==> src/rtl/tecu_pkg.sv <==
// shared constants and carrier types of the timer event capture unit
package tecu_pkg;

	// ---------------------------------------------------------------
	// register map (byte offsets inside one channel window)
	// ---------------------------------------------------------------
	localparam int unsigned  TECU_NCH          = 4;
	localparam int unsigned  TECU_ADDR_W       = 7;
	localparam logic [4:0]   TECU_OFS_CTRL     = 5'h00;
	localparam logic [4:0]   TECU_OFS_CMP      = 5'h04;
	localparam logic [4:0]   TECU_OFS_MFLAG    = 5'h08;
	localparam logic [4:0]   TECU_OFS_COUNT    = 5'h0c;
	localparam logic [4:0]   TECU_OFS_CAPT     = 5'h10;
	localparam logic [4:0]   TECU_OFS_TRIG     = 5'h14;
	localparam logic [4:0]   TECU_OFS_EFLAG    = 5'h18;

	// ---------------------------------------------------------------
	// channel_control_reg fields
	// ---------------------------------------------------------------
	localparam int unsigned  TECU_RUN_BIT      = 30;
	localparam int unsigned  TECU_IRQ_BIT      = 29;
	localparam int unsigned  TECU_MODE_LSB     = 27;
	localparam int unsigned  TECU_EVSEL_BIT    = 24;
	localparam int unsigned  TECU_WAKE_BIT     = 23;
	localparam int unsigned  TECU_PSC_LSB      = 0;
	localparam logic [7:0]   TECU_PSC_RST      = 8'h05;

	// ---------------------------------------------------------------
	// trigger_control_reg fields
	// ---------------------------------------------------------------
	localparam int unsigned  TECU_PHASE_BIT    = 0;
	localparam int unsigned  TECU_EDGE_LSB     = 1;
	localparam int unsigned  TECU_TEN_BIT      = 3;
	localparam int unsigned  TECU_ACT_BIT      = 4;
	localparam int unsigned  TECU_TDB_BIT      = 6;
	localparam int unsigned  TECU_EDB_BIT      = 7;

	// ---------------------------------------------------------------
	// counting modes and edge selections
	// ---------------------------------------------------------------
	localparam logic [1:0]   TECU_ONE_SHOT     = 2'h0;
	localparam logic [1:0]   TECU_PERIODIC     = 2'h1;
	localparam logic [1:0]   TECU_TOGGLE       = 2'h2;
	localparam logic [1:0]   TECU_CONTINUOUS   = 2'h3;
	localparam logic [1:0]   TECU_EDGE_FALL    = 2'h0;
	localparam logic [1:0]   TECU_EDGE_RISE    = 2'h1;

	// samples a de-bounced pin must hold before it is believed
	localparam logic [1:0]   TECU_DBNC_SAMPLES = 2'h3;

	typedef struct packed {
		logic       run_enable_bit;
		logic       irq_allow_bit;
		logic [1:0] mode;
		logic       event_count_select;
		logic       wake_enable;
		logic [7:0] prescale;
	} tecu_ctrl_t;

	typedef struct packed {
		logic       event_pin_debounce_on;
		logic       trigger_pin_debounce_on;
		logic       trigger_action_select;
		logic       trigger_enable;
		logic [1:0] trigger_edge_select;
		logic       event_phase;
	} tecu_trig_t;

endpackage : tecu_pkg

==> src/rtl/tecu_timer.sv <==
// four timer channels with prescaler, compare, event counting and capture
//
// Added by the designer: the register offsets and the Avalon-MM register port.
`timescale 1ns/1ps

// How it works
// four channels, each an 8-bit prescaler feeding a 24-bit up counter
// interval is tick period times prescale plus one times compare value
// mode field picks one-shot, periodic, toggle or continuous; run bit starts
// one-shot match sets flag, clears counter and run bit
// interrupt request is match flag and interrupt allow bit
// periodic match sets flag, clears counter, keeps counting
// toggle mode counts as periodic and inverts the pin per match
// continuous match keeps counting and wraps from maximum to zero
// compare value may be rewritten while continuous counting runs
// selected edge on the trigger pin sets the external event flag
// reading the counter register returns the live counter
// event select bit makes event pin edges drive the counter
// event pin has a de-bounce enable; event rate kept low by others
// event phase bit picks which event pin edge counts
// event counting works with one-shot, periodic and continuous compare
// action bit zero: trigger edge copies counter into capture register
// trigger pin has a de-bounce enable; trigger rate kept low by others
// edge select field picks which trigger transitions are detected
// capture happens whatever the counting mode
// action bit one: trigger edge clears the counter instead
// an interrupt while the chip sleeps raises a wake-up request
// each channel counts on its own timer tick input
// restarting after a stop resumes from the held counter value
// counters and flags are zero after reset and nothing counts
// software clears the match flag after servicing it
module tecu_timer
	import tecu_pkg::*;
#(
	parameter int unsigned NCH = TECU_NCH
) (
	input  wire logic                   core_clk_i,
	input  wire logic                   rst_i,
	input  wire logic [TECU_ADDR_W-1:0] avs_address_i,
	input  wire logic                   avs_read_i,
	input  wire logic                   avs_write_i,
	input  wire logic [31:0]            avs_writedata_i,
	input  wire logic [3:0]             avs_byteenable_i,
	output logic      [31:0]            avs_readdata_o,
	output logic                        avs_waitrequest_o,
	input  wire logic [NCH-1:0]         timer_tick_i,
	input  wire logic [NCH-1:0]         event_toggle_pin_i,
	output logic      [NCH-1:0]         event_toggle_pin_o,
	output logic      [NCH-1:0]         event_toggle_pin_oe_o,
	input  wire logic [NCH-1:0]         capture_trigger_pin_i,
	input  wire logic                   chip_asleep_i,
	output logic      [NCH-1:0]         irq_o,
	output logic                        wake_req_o
);

	// ---------------------------------------------------------------
	// helpers
	// ---------------------------------------------------------------
	function automatic logic [31:0] be_merge(input logic [31:0] old_v, input logic [31:0] new_v,
		input logic [3:0] be);
		logic [31:0] res;
		res = old_v;
		for (int b = 0; b < 4; b++) begin
			if (be[b]) begin
				res[b*8 +: 8] = new_v[b*8 +: 8];
			end
		end
		return res;
	endfunction : be_merge

	function automatic logic [31:0] ctrl_image(input tecu_ctrl_t c);
		logic [31:0] v;
		v = 32'h0000_0000;
		v[TECU_RUN_BIT] = c.run_enable_bit;
		v[TECU_IRQ_BIT] = c.irq_allow_bit;
		v[TECU_MODE_LSB +: 2] = c.mode;
		v[TECU_EVSEL_BIT] = c.event_count_select;
		v[TECU_WAKE_BIT] = c.wake_enable;
		v[TECU_PSC_LSB +: 8] = c.prescale;
		return v;
	endfunction : ctrl_image

	function automatic logic [31:0] trig_image(input tecu_trig_t t);
		logic [31:0] v;
		v = 32'h0000_0000;
		v[TECU_PHASE_BIT] = t.event_phase;
		v[TECU_EDGE_LSB +: 2] = t.trigger_edge_select;
		v[TECU_TEN_BIT] = t.trigger_enable;
		v[TECU_ACT_BIT] = t.trigger_action_select;
		v[TECU_TDB_BIT] = t.trigger_pin_debounce_on;
		v[TECU_EDB_BIT] = t.event_pin_debounce_on;
		return v;
	endfunction : trig_image

	// ---------------------------------------------------------------
	// per channel state
	// ---------------------------------------------------------------
	tecu_ctrl_t  ctrl          [NCH];
	tecu_trig_t  trig          [NCH];
	logic [23:0] compare_value [NCH];
	logic [23:0] counter_value [NCH];
	logic [23:0] captured_count[NCH];
	logic [7:0]  psc_cnt       [NCH];
	logic [NCH-1:0] compare_match_flag;
	logic [NCH-1:0] ext_event_flag;
	logic [NCH-1:0] toggle_q, wake_bits;

	logic [1:0]  sel_ch;
	logic [4:0]  sel_ofs;
	logic        rd_ack;
	logic [31:0] next_rdata;

	assign sel_ch  = avs_address_i[6:5];
	assign sel_ofs = avs_address_i[4:0];

	// ---------------------------------------------------------------
	// avalon slave: writes land at once, reads take one wait cycle
	// ---------------------------------------------------------------
	assign avs_waitrequest_o = avs_read_i & ~rd_ack;

	always_comb begin
		next_rdata = 32'h0000_0000;
		case (sel_ofs)
			TECU_OFS_CTRL:  next_rdata = ctrl_image(ctrl[sel_ch]);
			TECU_OFS_CMP:   next_rdata = {8'h00, compare_value[sel_ch]};
			TECU_OFS_MFLAG: next_rdata = {31'h0, compare_match_flag[sel_ch]};
			TECU_OFS_COUNT: next_rdata = {8'h00, counter_value[sel_ch]};
			TECU_OFS_CAPT:  next_rdata = {8'h00, captured_count[sel_ch]};
			TECU_OFS_TRIG:  next_rdata = trig_image(trig[sel_ch]);
			TECU_OFS_EFLAG: next_rdata = {31'h0, ext_event_flag[sel_ch]};
			default:        next_rdata = 32'h0000_0000;
		endcase
	end

	always_ff @(posedge core_clk_i or posedge rst_i) begin
		if (rst_i) begin
			rd_ack         <= 1'b0;
			avs_readdata_o <= 32'h0000_0000;
		end else begin
			rd_ack <= avs_read_i & ~rd_ack;
			if (avs_read_i & ~rd_ack) begin
				avs_readdata_o <= next_rdata;
			end
		end
	end

	// ---------------------------------------------------------------
	// channels
	// ---------------------------------------------------------------
	for (genvar i = 0; i < NCH; i++) begin : g_ch
		logic        wr_hit;
		logic [31:0] ctrl_new;
		logic [31:0] trig_new;
		logic [31:0] cmp_new;
		logic        ev_s1, ev_s2, ev_f, ev_d;
		logic        tr_s1, tr_s2, tr_f, tr_d;
		logic [1:0]  ev_cnt, tr_cnt;
		logic        ev_edge, tr_rise, tr_fall, tr_hit;
		logic        tick, inc, match;
		logic [23:0] next_count;

		assign wr_hit   = avs_write_i && (sel_ch == 2'(i));
		assign ctrl_new = be_merge(ctrl_image(ctrl[i]), avs_writedata_i, avs_byteenable_i);
		assign trig_new = be_merge(trig_image(trig[i]), avs_writedata_i, avs_byteenable_i);
		assign cmp_new  = be_merge({8'h00, compare_value[i]}, avs_writedata_i, avs_byteenable_i);

		// pins come from outside: two flops, then an optional hold filter
		always_ff @(posedge core_clk_i or posedge rst_i) begin
			if (rst_i) begin
				ev_s1 <= 1'b0;
				ev_s2 <= 1'b0;
				tr_s1 <= 1'b0;
				tr_s2 <= 1'b0;
			end else begin
				ev_s1 <= event_toggle_pin_i[i];
				ev_s2 <= ev_s1;
				tr_s1 <= capture_trigger_pin_i[i];
				tr_s2 <= tr_s1;
			end
		end

		// filter trades two cycles of latency for rejecting short glitches
		always_ff @(posedge core_clk_i or posedge rst_i) begin
			if (rst_i) begin
				ev_cnt <= 2'h0;
				ev_f   <= 1'b0;
				ev_d   <= 1'b0;
				tr_cnt <= 2'h0;
				tr_f   <= 1'b0;
				tr_d   <= 1'b0;
			end else begin
				ev_d <= ev_f;
				tr_d <= tr_f;
				if (!trig[i].event_pin_debounce_on || ev_s2 == ev_f) begin
					ev_cnt <= 2'h0;
					if (!trig[i].event_pin_debounce_on) begin
						ev_f <= ev_s2;
					end
				end else if (ev_cnt == TECU_DBNC_SAMPLES - 2'h1) begin
					ev_cnt <= 2'h0;
					ev_f   <= ev_s2;
				end else begin
					ev_cnt <= ev_cnt + 2'h1;
				end
				if (!trig[i].trigger_pin_debounce_on || tr_s2 == tr_f) begin
					tr_cnt <= 2'h0;
					if (!trig[i].trigger_pin_debounce_on) begin
						tr_f <= tr_s2;
					end
				end else if (tr_cnt == TECU_DBNC_SAMPLES - 2'h1) begin
					tr_cnt <= 2'h0;
					tr_f   <= tr_s2;
				end else begin
					tr_cnt <= tr_cnt + 2'h1;
				end
			end
		end

		assign ev_edge = trig[i].event_phase ? (ev_f & ~ev_d) : (~ev_f & ev_d);
		assign tr_rise = tr_f & ~tr_d;
		assign tr_fall = ~tr_f & tr_d;
		always_comb begin
			case (trig[i].trigger_edge_select)
				TECU_EDGE_FALL: tr_hit = tr_fall;
				TECU_EDGE_RISE: tr_hit = tr_rise;
				default:        tr_hit = tr_rise | tr_fall;
			endcase
			tr_hit = tr_hit & trig[i].trigger_enable;
		end

		// event pin edges replace the channel tick when event select is set
		assign tick = ctrl[i].event_count_select ? ev_edge : timer_tick_i[i];
		assign inc  = ctrl[i].run_enable_bit && tick
			&& (ctrl[i].event_count_select || psc_cnt[i] == ctrl[i].prescale);
		assign next_count = counter_value[i] + 24'h1;
		assign match = inc && (next_count == compare_value[i]);

		// prescaler and control register
		always_ff @(posedge core_clk_i or posedge rst_i) begin
			if (rst_i) begin
				psc_cnt[i] <= 8'h00;
				ctrl[i]    <= '{prescale: TECU_PSC_RST, default: '0};
			end else begin
				if (ctrl[i].run_enable_bit && tick && !ctrl[i].event_count_select) begin
					psc_cnt[i] <= (psc_cnt[i] == ctrl[i].prescale) ? 8'h00 : psc_cnt[i] + 8'h01;
				end
				if (wr_hit && sel_ofs == TECU_OFS_CTRL) begin
					ctrl[i].run_enable_bit     <= ctrl_new[TECU_RUN_BIT];
					ctrl[i].irq_allow_bit      <= ctrl_new[TECU_IRQ_BIT];
					ctrl[i].mode               <= ctrl_new[TECU_MODE_LSB +: 2];
					ctrl[i].event_count_select <= ctrl_new[TECU_EVSEL_BIT];
					ctrl[i].wake_enable        <= ctrl_new[TECU_WAKE_BIT];
					ctrl[i].prescale           <= ctrl_new[TECU_PSC_LSB +: 8];
				end
				if (match && ctrl[i].mode == TECU_ONE_SHOT) begin
					ctrl[i].run_enable_bit <= 1'b0;
				end
			end
		end

		// counter, compare and capture
		always_ff @(posedge core_clk_i or posedge rst_i) begin
			if (rst_i) begin
				counter_value[i]  <= 24'h000000;
				compare_value[i]  <= 24'h000000;
				captured_count[i] <= 24'h000000;
			end else begin
				if (wr_hit && sel_ofs == TECU_OFS_CMP) begin
					compare_value[i] <= cmp_new[23:0];
				end
				if (tr_hit && !trig[i].trigger_action_select) begin
					captured_count[i] <= counter_value[i];
				end
				if (tr_hit && trig[i].trigger_action_select) begin
					counter_value[i] <= 24'h000000;
				end else if (match && ctrl[i].mode != TECU_CONTINUOUS) begin
					counter_value[i] <= 24'h000000;
				end else if (inc) begin
					counter_value[i] <= next_count;
				end
			end
		end

		// flags: a set in the same cycle as a clear wins
		always_ff @(posedge core_clk_i or posedge rst_i) begin
			if (rst_i) begin
				compare_match_flag[i] <= 1'b0;
				ext_event_flag[i]     <= 1'b0;
				trig[i]               <= '0;
			end else begin
				if (match) begin
					compare_match_flag[i] <= 1'b1;
				end else if (wr_hit && sel_ofs == TECU_OFS_MFLAG && avs_byteenable_i[0]
					&& avs_writedata_i[0]) begin
					compare_match_flag[i] <= 1'b0;
				end
				if (tr_hit) begin
					ext_event_flag[i] <= 1'b1;
				end else if (wr_hit && sel_ofs == TECU_OFS_EFLAG && avs_byteenable_i[0]
					&& avs_writedata_i[0]) begin
					ext_event_flag[i] <= 1'b0;
				end
				if (wr_hit && sel_ofs == TECU_OFS_TRIG) begin
					trig[i].event_phase             <= trig_new[TECU_PHASE_BIT];
					trig[i].trigger_edge_select     <= trig_new[TECU_EDGE_LSB +: 2];
					trig[i].trigger_enable          <= trig_new[TECU_TEN_BIT];
					trig[i].trigger_action_select   <= trig_new[TECU_ACT_BIT];
					trig[i].trigger_pin_debounce_on <= trig_new[TECU_TDB_BIT];
					trig[i].event_pin_debounce_on   <= trig_new[TECU_EDB_BIT];
				end
			end
		end

		// toggle output: one inversion per match gives an even square wave
		always_ff @(posedge core_clk_i or posedge rst_i) begin
			if (rst_i) begin
				toggle_q[i] <= 1'b0;
			end else if (match && ctrl[i].mode == TECU_TOGGLE) begin
				toggle_q[i] <= ~toggle_q[i];
			end
		end

		assign event_toggle_pin_o[i]    = toggle_q[i];
		assign event_toggle_pin_oe_o[i] = (ctrl[i].mode == TECU_TOGGLE);
		assign irq_o[i] = compare_match_flag[i] & ctrl[i].irq_allow_bit;
		assign wake_bits[i] = ctrl[i].wake_enable;

		// -----------------------------------------------------------
		// checks
		// -----------------------------------------------------------
		chk_oneshot_stop: assert property (@(posedge core_clk_i) disable iff (rst_i)
			match && ctrl[i].mode == TECU_ONE_SHOT && !tr_hit
			|=> !ctrl[i].run_enable_bit && counter_value[i] == 24'h0 && compare_match_flag[i])
			else $error("one-shot match did not stop and clear");
		chk_periodic_go: assert property (@(posedge core_clk_i) disable iff (rst_i)
			match && ctrl[i].mode == TECU_PERIODIC && !(wr_hit && sel_ofs == TECU_OFS_CTRL)
			|=> ctrl[i].run_enable_bit && counter_value[i] == 24'h0)
			else $error("periodic match did not restart");
		chk_irq_follow: assert property (@(posedge core_clk_i) disable iff (rst_i)
			match && ctrl[i].irq_allow_bit && !(wr_hit && sel_ofs == TECU_OFS_CTRL)
			|=> irq_o[i])
			else $error("no interrupt after match");
		chk_toggle_flip: assert property (@(posedge core_clk_i) disable iff (rst_i)
			match && ctrl[i].mode == TECU_TOGGLE
			|=> event_toggle_pin_o[i] != $past(event_toggle_pin_o[i]))
			else $error("toggle pin did not invert");
		chk_cont_keep: assert property (@(posedge core_clk_i) disable iff (rst_i)
			inc && ctrl[i].mode == TECU_CONTINUOUS && !tr_hit
			|=> counter_value[i] == $past(counter_value[i]) + 24'h1)
			else $error("continuous counter did not advance or wrap");
		chk_capture_copy: assert property (@(posedge core_clk_i) disable iff (rst_i)
			tr_hit && !trig[i].trigger_action_select
			|=> captured_count[i] == $past(counter_value[i]) && ext_event_flag[i])
			else $error("capture missed the counter");
		chk_trig_reset: assert property (@(posedge core_clk_i) disable iff (rst_i)
			tr_hit && trig[i].trigger_action_select |=> counter_value[i] == 24'h0)
			else $error("trigger did not reset counter");
		chk_stop_hold: assert property (@(posedge core_clk_i) disable iff (rst_i)
			!ctrl[i].run_enable_bit && !tr_hit |=> $stable(counter_value[i]))
			else $error("counter moved while stopped");
		chk_psc_gate: assert property (@(posedge core_clk_i) disable iff (rst_i)
			inc && !ctrl[i].event_count_select |-> psc_cnt[i] == ctrl[i].prescale
			##1 psc_cnt[i] == 8'h00)
			else $error("count advanced off the prescale boundary");
	end
	assign wake_req_o = chip_asleep_i && |(irq_o & wake_bits);
	chk_wake_req: assert property (@(posedge core_clk_i) disable iff (rst_i)
		chip_asleep_i && (irq_o[0] && ctrl[0].wake_enable) |-> wake_req_o)
		else $error("no wake-up request while asleep");

endmodule : tecu_timer

==> config.mk <==
export PLATFORM = sky130hd
export DESIGN_NAME = tecu_timer
export DESIGN_NICKNAME = d
export VERILOG_FILES = /design/src/rtl/tecu_pkg.sv /design/src/rtl/tecu_timer.sv
export SDC_FILE = /design/constraint.sdc
export NUM_CORES = 1
export LEC_CHECK = 0
export BUFFER_PORTS_ARGS = -buffer_cell sky130_fd_sc_hd__buf_2
export CORE_MARGIN = 2
export CORE_UTILIZATION = 55
export DETAILED_ROUTE_END_ITERATION = 7
export GPL_ROUTABILITY_DRIVEN = 0
export PLACE_DENSITY = 0.72
export SLEW_MARGIN = 15
export SYNTH_ARGS = -nofsm -noshare
export SYNTH_HDL_FRONTEND = slang
export SYNTH_SLANG_ARGS = --single-unit
==> constraint.sdc <==
create_clock -name core_clk_i -period 19.25 [get_ports core_clk_i]
set_input_delay 1.925 -clock core_clk_i [delete_from_list [all_inputs] [get_ports core_clk_i]]
set_output_delay 1.925 -clock core_clk_i [all_outputs]
set_load 0.02 [all_outputs]
==> metrics, run 1 <==
synthesized flop and latch total=494; measured slew at the worst slew-check pin=1.01 ns; total die area=0.0508 sq mm; number of synthesized flops with an enable pin=0; Yosys top cell by area=dfrtp_1; Max Buffers Root-to-Sink=3; first-pass GRT wire length=119000 microns; DPL Wire Length=55600 microns; Yosys top cell area share=0.451; DRC viols=0; Max-slew headroom=0.326; Final min period=4.91 ns; Wirelength per Cell=25.3 microns; H-tree depth=2; final hold violations=0; Synth top cells by count=dfrtp_1 (486), mux2_2 (259), xnor2_1 (176); Iter 0 DRT Violations=2906; gr ovfl total=0; CP Data Arrival Time=5.34 ns; DRT met1 WL=31700 microns; worst min path class=flip-flop to flip-flop; cts bufs inserted=52; IO Pins=106; Clk Tree Root Cell=clkbuf_16; count of cell types in the netlist=100; Area contributors post-synth=dfrtp_1 (45%), mux2_2 (11%), mux4_2 (7.8%); Seq/Total Area, Yosys=0.459; Multi-input gate area=0.0136 sq mm; Via density=6.44; # clock sinks=494; Syn-to-layout area delta=9.22%; Post-Synthesis Cells=2379; TritonCTS clock tree=done; vias in the first global route=19600; gr usage total=0.312; CP Max Fanout=24; chip height=225 microns; status=finished clean; Final nets=2463; worst-skew pair later-pin latency=0.62 ns; fin util=0.605; data required time at the worst endpoint=19.68 ns; Leakage=13.2 nW; Worst VDD drop=0.0720 mV; RSZ-0062 raised after global routing=no; Post-CTS Setup Bufs=0; clk_skew=0.0341 ns; Startpoint Class=input pin; maxcap violations=0; setup ws final=14.34 ns; fraction of layout cells with a size suffix above 1=0.263; Max Used Layer=met5; TNS Setup=0 ns; Via Count=19600; FP Rows=81; # fillers=3832; met2 WL=34000 microns; Die X=225 microns; Setup WS pre-CTS=13.85 ns; Post-CTS Resized=0; Worst Setup End Kind=flip-flop; Ys Warns=0; Sequential Area=0.0124 sq mm; initial antenna violation count=3; most frequent cell after synthesis=dfrtp_1; Avg Cell Area, Syn=11.3 sq um; Initial Util=0.554; final setup fails=0; most common flop cell mapped by yosys=dfrtp_1; area of the mapped netlist=0.0269 sq mm; Cell Pwr Density=83.5 mW/mm^2; FFs w/ async S/R, synth=1.00; Slew Limit Fails=0; # hold bufs at CTS=0; crit share post-route=0.255; clock slew at reported path FFs=0.06 ns; ANT nets after route=0; largest net degree at the start of global routing=102; Max Clock Freq=204 MHz; CORE AREA=0.0486 sq mm; Met3 Wirelength=8740 microns; Worst Path Class, Setup=input pin to flip-flop; Routed Wire Length=77200 microns; 1st-pass router iterations=6; input/output buffers=99
==> logic make-up after synthesis <==
family | share of synthesized area
AOI/OAI and AO/OA | 0.0668
xor gates and xnor gates | 0.0871
adders and majority gates | 0.00780
buffers and inverters | 0.0362
DFF | 0.459
muxes | 0.197
other | 0.000139
and+or+nand+nor | 0.146
==> worst max-delay path, cell delays in order <==
cell	delay, ns
buf_2	0.09
nand3b_1	0.37
o41a_1	0.88
o21bai_1	0.36
a2111oi_2	0.26
nand4_2	0.40
a21oi_4	0.89
nor3_1	0.13
==> final cells by class <==
cell class	count	area share
Antenna cell	1	0.0000850
Clock buffer	70	0.0503
Clock inverter	24	0.0119
Inverter	49	0.00651
Multi-Input combinational cell	1672	0.462
Sequential cell	494	0.420
Tap cell	622	0.0265
Timing Repair Buffer	118	0.0220
==> placed cells by master, fill, tap and decap left out, drive strengths merged, types with 10 or more instances in the layout <==
| master | instances |
|---|---|
| nand2b | 23 |
| nand4 | 56 |
| dfrtp | 486 |
| clkbuf | 70 |
| nor2b | 25 |
| nor2 | 172 |
| nor3 | 67 |
| o21ai | 121 |
| xnor2 | 176 |
| mux2 | 259 |
| a21oi | 46 |
| mux2i | 24 |
| xor2 | 91 |
| mux4 | 95 |
| nor4b | 10 |
| ha | 16 |
| a22o | 23 |
| buf | 118 |
| clkinv | 13 |
| nand2 | 174 |
| nor4 | 24 |
| and3 | 30 |
| inv | 51 |
| and2 | 23 |
| nand3 | 68 |
==> through the flow <==
stage	hold WS [ns]	instance area, sq um	std cells	power [mW]
floorplan	0.331	26900	2381	1.31
global placement	0.334	27600	2955	1.38
detailed placement	0.335	27600	2955	1.39
CTS	0.349	29400	3049	2.46
global route	0.353	29400	3050	2.54
finish	0.347	29400	3050	2.46
==> metal layers <==
layer  GRT usage  up-vias
li1            -     8498
met1       0.445     9998
met2       0.464      984
met3      0.0821      162
met4       0.110        4
met5           0        -
==> flip-flops by register name, summed over array words and instances (netlist names), 8 cells and up <==
register,flops
captured_count,96
compare_value,96
counter_value,96
ctrl,56
psc_cnt,32
avs_readdata_o,29
trig,28
g_ch.ev_cnt,8
g_ch.tr_cnt,8
==> path summary, 6_finish.rpt <==
check,start,end,slack [ns],depth (start not counted)
hold reg to reg,g_ch[0].tr_s1$_DFF_PP0_,g_ch[0].tr_s2$_DFF_PP0_,0.35,0
setup reg to reg,counter_value[24]$_DFFE_PP0P_,counter_value[45]$_DFFE_PP0P_,15.13,9
min in group asynchronous,rst_i,psc_cnt[31]$_DFFE_PP0P_,1.40,2
hold / removal,g_ch[0].tr_s1$_DFF_PP0_,g_ch[0].tr_s2$_DFF_PP0_,0.35,0
setup / recovery,timer_tick_i[2],counter_value[45]$_DFFE_PP0P_,14.34,8
max in group asynchronous,rst_i,captured_count[40]$_DFFE_PP0P_,15.05,5
==> report_power, final <==
group | switching [mW] | leakage [nW] | internal [mW]
clock | 0.438 | 0.905 | 0.646
sequential | 0.0577 | 6.64 | 1.08
combinational | 0.131 | 5.67 | 0.103
total | 0.626 | 13.2 | 1.83
No activity file was read; power rests on OpenSTA's default activity.
==> run 2, diff against run 1 <==
--- a/config.mk
+++ b/config.mk
@@ -5,12 +5,13 @@
 export SDC_FILE = /design/constraint.sdc
 export NUM_CORES = 1
 export LEC_CHECK = 0
+export ABC_AREA = 1
 export BUFFER_PORTS_ARGS = -buffer_cell sky130_fd_sc_hd__buf_2
 export CORE_MARGIN = 2
 export CORE_UTILIZATION = 55
 export DETAILED_ROUTE_END_ITERATION = 7
 export GPL_ROUTABILITY_DRIVEN = 0
-export PLACE_DENSITY = 0.72
+export PLACE_DENSITY = 0.75
 export SLEW_MARGIN = 15
 export SYNTH_ARGS = -nofsm -noshare
 export SYNTH_HDL_FRONTEND = slang
==> constraint.sdc (replaced) <==
create_clock -name core_clk_i -period 4.4 [get_ports core_clk_i]
set_input_delay 0.44 -clock core_clk_i [delete_from_list [all_inputs] [get_ports core_clk_i]]
set_output_delay 0.44 -clock core_clk_i [all_outputs]
set_load 0.02 [all_outputs]
==> metrics, run 2 <==
Cell Pwr Density=364 mW/mm^2 (+340%); HP Start=avs_writedata_i[1]; met3 Use GR=0.0520 (-0.0301); total design power=11.0 mW (+350%); Leakage=14.7 nW (+12%); count of cell types in the netlist=55 (-45%); maxcap violations=0 (unchanged); CP max stage delay=0.46 ns (-0.43 ns); most common flop cell mapped by yosys=dfrtp_1; met2 Track Usage GR=0.532 (+0.0680); gr usage total=0.352 (+0.0395); 1st-pass router iterations=6 (unchanged); Sequential Area=0.0124 sq mm (unchanged); initial antenna violation count=2 (-1); Routed Wire Length=89000 microns (+15%); most frequent cell after synthesis=nand2_1; clock slew at reported path FFs=0.06 ns (about the same); CORE AREA=0.0491 sq mm (+0.83%); FP Rows=81 (unchanged); most common cell after layout, fill and taps aside=nand2_1; Post-Synthesis Cells=3703 (+56%); DPL Wire Length=65800 microns (+18%); Hold EP=compare_value[73]$_DFFE_PP0P_; clk_skew=0.0165 ns (-0.0176 ns); Area contributors post-synth=dfrtp_1 (44%), nand2_1 (16%), inv_1 (6.7%); Final min period=3.22 ns; R2R setup slack=1.18 ns (-13.95 ns); fin util=0.619 (+0.0146); cts bufs inserted=54 (+3.8%); Max Buffers Root-to-Sink=3 (unchanged); CP Max Fanout=24 (unchanged); crit share post-route=0.733; most frequent cell on the critical path=nand2_1; area of the mapped netlist=0.0273 sq mm (+1.5%); Startpoint Class=flip-flop; worst path cell trace=ha_1 -> nand2_2 -> nor2_4 -> nand2_2 -> nor2_1 -> nand3_1 -> xor2_1 -> nand2_1 -> nand2_1 -> nand2_1 -> nor2_4 -> nand3_4 -> nand2_1 -> inv_1; Syn-to-layout area delta=11.1%; most frequent cells in the layout=nand2_1 (1191), inv_1 (486), dfrtp_1 (486); RSZ-0062 raised after global routing=no; largest net degree at the start of global routing=130 (+27%); Worst VDD drop=0.353 mV (+390%); data required time at the worst endpoint=4.93 ns (-14.75 ns); hold depth=3 (+3); end of the worst register-to-register path=counter_value[44]$_DFFE_PP0P_; Slew Limit Fails=0 (unchanged); Yosys top cell area share=0.445 (-0.00665); Initial Util=0.557 (+0.00364); measured slew at the worst slew-check pin=1.21 ns (+0.203 ns); slowest CP cell=dfrtp_1; Via Count=25900 (+32%); FF-to-FF Start=counter_value[24]$_DFFE_PP0P_; total die area=0.0515 sq mm (+1.5%); Yosys top cell by area=dfrtp_1; global routing's busiest layer=met2; CP Data Arrival Time=3.76 ns (-1.58 ns); worst min path class=input pin to flip-flop; TritonCTS clock tree=done; worst-skew pair later-pin latency=0.65 ns (+0.03 ns); first-pass GRT wire length=136000 microns (+14%); Wirelength per Cell=19.8 microns (-22%); Setup crit start=counter_value[24]$_DFFE_PP0P_; H-tree depth=2 (unchanged); Multi-input gate area=0.0126 sq mm (-7.7%); gr ovfl total=0 (unchanged); ANT nets after route=0 (unchanged); Final nets=3857 (+57%); IO Pins=106 (unchanged); Via density=5.78 (-10%); Die X=227 microns (+0.73%); vias in the first global route=23800 (+22%); final setup fails=0 (unchanged); Avg Cell Area, Syn=7.38 sq um (-35%); Max-slew headroom=0.189 (-0.138); input/output buffers=99 (unchanged); Clk Tree Root Cell=clkbuf_16; met1 GRT Util=0.478 (+0.0329); chip height=227 microns (+0.73%); number of synthesized flops with an enable pin=0 (unchanged); Seq/Total Area, Yosys=0.452 (-0.00677); DRC viols=0 (unchanged); Top Registers=captured_count (96), compare_value (96), counter_value (96); Worst Setup End Kind=flip-flop; # fillers=4499 (+17%); synthesized flop and latch total=494 (unchanged); R2R cell count=14 (+5); final hold violations=0 (unchanged); Synth top cells by count=nand2_1 (1191), inv_1 (487), dfrtp_1 (486); # clock sinks=494 (unchanged); fraction of layout cells with a size suffix above 1=0.0837 (-0.179); Max Clock Freq=310 MHz; Iter 0 DRT Violations=3368 (+16%); FFs w/ async S/R, synth=1.00 (unchanged); Worst Path Class, Setup=flip-flop to flip-flop; status=finished clean; Ys Warns=0 (unchanged)
## run 2: cell count changes after synthesis, sizes merged, moves of 51 or more
cell	delta
nand2	+1040
buf	-51
nor2	+92
inv	+461
a22oi	+94
xnor2	-148
mux2	-259
xor2	-69
nand3	+166
o21ai	+256
o22ai	+113
mux4	-95
## run 2: layer usage
metal / vias to the layer above / share of wire
met3: 306 / 0.091
li1: 12200 / -
met1: 12100 / 0.40
met5: - / 0.00015
met2: 1360 / 0.43
met4: 2 / 0.074
## run 2: power breakdown
group / internal (mW) / switching, mW
sequential: 4.79 / 0.268
combinational: 0.394 / 0.802
clock: 2.81 / 1.99
## run 2: how the worst max path moves through the flow
stage | end | slack (ns)
after detailed placement | compare_value[80]$_DFFE_PP0P_ | 1.34
after global routing | counter_value[24]$_DFFE_PP0P_ | 1.02
after global placement | compare_value[56]$_DFFE_PP0P_ | 1.40
final | counter_value[44]$_DFFE_PP0P_ | 1.18
after CTS | counter_value[24]$_DFFE_PP0P_ | 1.30
after floorplan | avs_readdata_o[0]$_DFFE_PP0P_ | -2.73
## run 2: final cells by class
type,count,share of cell area
clock inverters,23,0.0114
flip-flops and latches,494,0.407
multi-input cells,2581,0.413
clock buffers,75,0.0494
diodes,1,0.0000824
well taps,664,0.0273
repair buffers,137,0.0277
inverters,513,0.0635
## run 2: cells by family (layout without fill, tap and decap cells)
logic type,Yosys count,count (layout),share of synthesized area
compound gates,703,703,0.151
xor+xnor,55,55,0.0207
fa+ha+maj,16,16,0.00732
buf+inv,630,748,0.0892
flops,494,494,0.452
mux,7,7,0.00256
other cells,1,4,0.000137
simple gates,1797,1797,0.276
## run 2: what timing repair did
| item | CTS | global route |
|---|---|---|
| endpoints found under the hold margin | 23 | 0 |
| gates resized for setup | 0 | 0 |
| hold buffers | 9 | 0 |
| buffers inserted | 0 | 0 |
## run 2: per-stage QoR
stage               hold WS, ns  std cells  area [sq um]  TNS [ns]  setup slack [ns]
floorplan                 0.331       3705         27400  -1335.67             -2.73
global placement          0.333       4380         28400         0              1.40
detailed placement        0.335       4380         28400         0              1.34
CTS                      0.0440       4487         30400         0              1.30
global route              0.100       4488         30400         0              1.02
finish                   0.0663       4488         30400         0              1.18
## run 2: critical path, delay by kind of cell, from the launching register on
kind / cells / cell delay [ns]
adders and majority gates: 1 / 0.25
DFF: 1 / 0.46
buffers and inverters: 1 / 0.06
xor gates and xnor gates: 1 / 0.21
and+or+nand+nor: 11 / 2.11
==> run 3, diff against run 2 <==
==> constraint.sdc (replaced) <==
create_clock -name core_clk_i -period 2.8 [get_ports core_clk_i]
set_input_delay 0.28 -clock core_clk_i [delete_from_list [all_inputs] [get_ports core_clk_i]]
set_output_delay 0.28 -clock core_clk_i [all_outputs]
set_load 0.02 [all_outputs]
==> metrics, run 3 (synthesis gave the netlist of run 2 again) <==
status=finished clean; CP max stage delay=0.39 ns (-0.07 ns); Startpoint Class=flip-flop; initial antenna violation count=2 (unchanged); Max-slew headroom=0.387 (+0.198); Routed Wire Length=90400 microns (+1.6%); CP Max Fanout=24 (unchanged); fin util=0.635 (+0.0150); largest net degree at the start of global routing=76 (-42%); worst-skew pair later-pin latency=0.64 ns (about the same); most frequent cells in the layout=nand2_1 (1190), inv_1 (486), dfrtp_1 (486); measured slew at the worst slew-check pin=0.919 ns (-0.295 ns); IO Pins=106 (unchanged); Worst Path Class, Setup=flip-flop to flip-flop; H-tree depth=2 (unchanged); Final nets=3929 (+1.9%); ANT nets after route=0 (unchanged); Setup WS pre-CTS=0.154 ns (-1.19 ns); final setup fails=0 (unchanged); final non-filler cell total=4560 (+1.6%); Max Buffers Root-to-Sink=3 (unchanged); Cell Pwr Density=558 mW/mm^2 (+54%); first-pass GRT wire length=138000 microns (+1.4%); input/output buffers=99 (unchanged); CP Data Arrival Time=3.21 ns (-0.55 ns); Leakage=15.2 nW (+2.9%); Iter 0 DRT Violations=3174 (-5.8%); clk_skew=0.0352 ns (+0.0187 ns); most common cell after layout, fill and taps aside=nand2_1; Bufs and invs on worst path=2 (+1); chip height=227 microns (unchanged); Top Family by Delay on Critical Path=simple AND/OR/NAND/NOR gates; final hold violations=0 (unchanged); slowest CP cell=dfrtp_1; worst min path class=input pin to flip-flop; Wirelength per Cell=19.8 microns (about the same); fraction of layout cells with a size suffix above 1=0.101 (+0.0177); DPL Wire Length=67300 microns (+2.3%); DP Cell Count=4438 (+1.3%); cts bufs inserted=54 (unchanged); DRC viols=0 (unchanged); Syn-to-layout area delta=13.8%; Max Clock Freq=370 MHz (+19%); Worst VDD drop=0.479 mV (+36%); Die X=227 microns (unchanged); FP Rows=81 (unchanged); # clock sinks=494 (unchanged); worst path cell trace=ha_1 -> nand2_2 -> nor2_4 -> nand2_2 -> nor2_1 -> nand3_1 -> xor2_1 -> nand2_1 -> nand2_1 -> nand2_1 -> nor2_4 -> nand3_4 -> buf_12 -> nand2_1 -> inv_1; Worst Hold Slack=0.0285 ns (-0.0377 ns); setup ws final=0.0940 ns (-1.08 ns); Slew Limit Fails=0 (unchanged); Clk Tree Root Cell=clkbuf_16; most frequent cell on the critical path=nand2_1; R2R setup slack=0.09 ns (-1.08 ns); Via Count=26500 (+2.1%); clock slew at reported path FFs=0.06 ns (about the same); TritonCTS clock tree=done; data required time at the worst endpoint=3.30 ns (-1.63 ns); maxcap violations=0 (unchanged); Final min period=2.71 ns (-0.519 ns); CORE AREA=0.0491 sq mm (unchanged); gr usage total=0.355 (+0.00385); 1st-pass router iterations=6 (unchanged); Top Registers=captured_count (96), compare_value (96), counter_value (96); Initial Util=0.557 (unchanged); crit share post-route=0.966 (+0.234); gr ovfl total=0 (unchanged); vias in the first global route=24400 (+2.3%); Via density=5.81 (+0.49%); total die area=0.0515 sq mm (unchanged); Worst Setup End Kind=flip-flop
## run 3: changes by cell type in the layout (fill, tap and decap cells not counted), moves of 3 or more
cell / delta
dlygate4sd3_1: +5
clkinv_2: +6
nor2_4: +3
buf_12: +13
buf_4: +53
clkbuf_1: -5
## run 3: power breakdown
part / switching, mW / internal (mW) / leakage [nW] / total [mW]
clock network: 3.13 / 4.35 / 0.903 / 7.48
logic: 1.29 / 0.682 / 7.75 / 1.97
registers: 0.406 / 7.52 / 6.53 / 7.93
total: 4.83 / 12.5 / 15.2 / 17.4
## run 3: area by class of cell
class / count / area [sq um]
Inverter: 513 / 1930
Sequential cell: 494 / 12400
Timing Repair Buffer: 208 / 1550
Fill cell: 4504 / 17900
Clock buffer: 71 / 1510
Antenna cell: 1 / 2.50
Clock inverter: 27 / 329
Multi-Input combinational cell: 2582 / 12600
Tap cell: 664 / 831
## run 3: worst min-delay path, delay by kind of cell
family | cells | cell delay (ns)
AO/OA/AOI/OAI | 1 | 0.15
buffers and inverters | 2 | 0.17
## run 3: worst paths after layout
| check | startpoint | cells after the start | end |
|---|---|---|---|
| worst max-delay path | counter_value[25]$_DFFE_PP0P_ | 15 | counter_value[44]$_DFFE_PP0P_ |
| worst min-delay path | avs_writedata_i[16] | 3 | compare_value[40]$_DFFE_PP0P_ |
| worst max register to register | counter_value[25]$_DFFE_PP0P_ | 15 | counter_value[44]$_DFFE_PP0P_ |
| worst min register to register | g_ch[3].ev_s1$_DFF_PP0_ | 0 | g_ch[3].ev_s2$_DFF_PP0_ |
| max in group asynchronous | rst_i | 5 | psc_cnt[10]$_DFFE_PP0P_ |
| min in group asynchronous | rst_i | 3 | compare_value[32]$_DFFE_PP0P_ |
## run 3: timing repair
action	CTS	global route
hold buffers	14	0
gates resized for setup	0	8
endpoints found under the hold margin	25	0
endpoints found under the setup margin	0	76
setup buffers	0	8
## run 3: metal layers
metal | routed length [microns] | track usage
met4 | 7500 | 0.248
met1 | 35700 | 0.463
met3 | 8600 | 0.0687
met2 | 38600 | 0.538
met5 | 0 | 0
## run 3: stage by stage
stage          power, mW  instance area, sq um   TNS, ns
2_1_floorplan       9.22                 27400  -2047.03
3_3_place_gp        9.90                 29000         0
3_5_place_dp        9.95                 29000         0
4_1_cts             17.4                 31000         0
5_1_grt             18.0                 31100   -0.0142
6_report            17.4                 31100         0
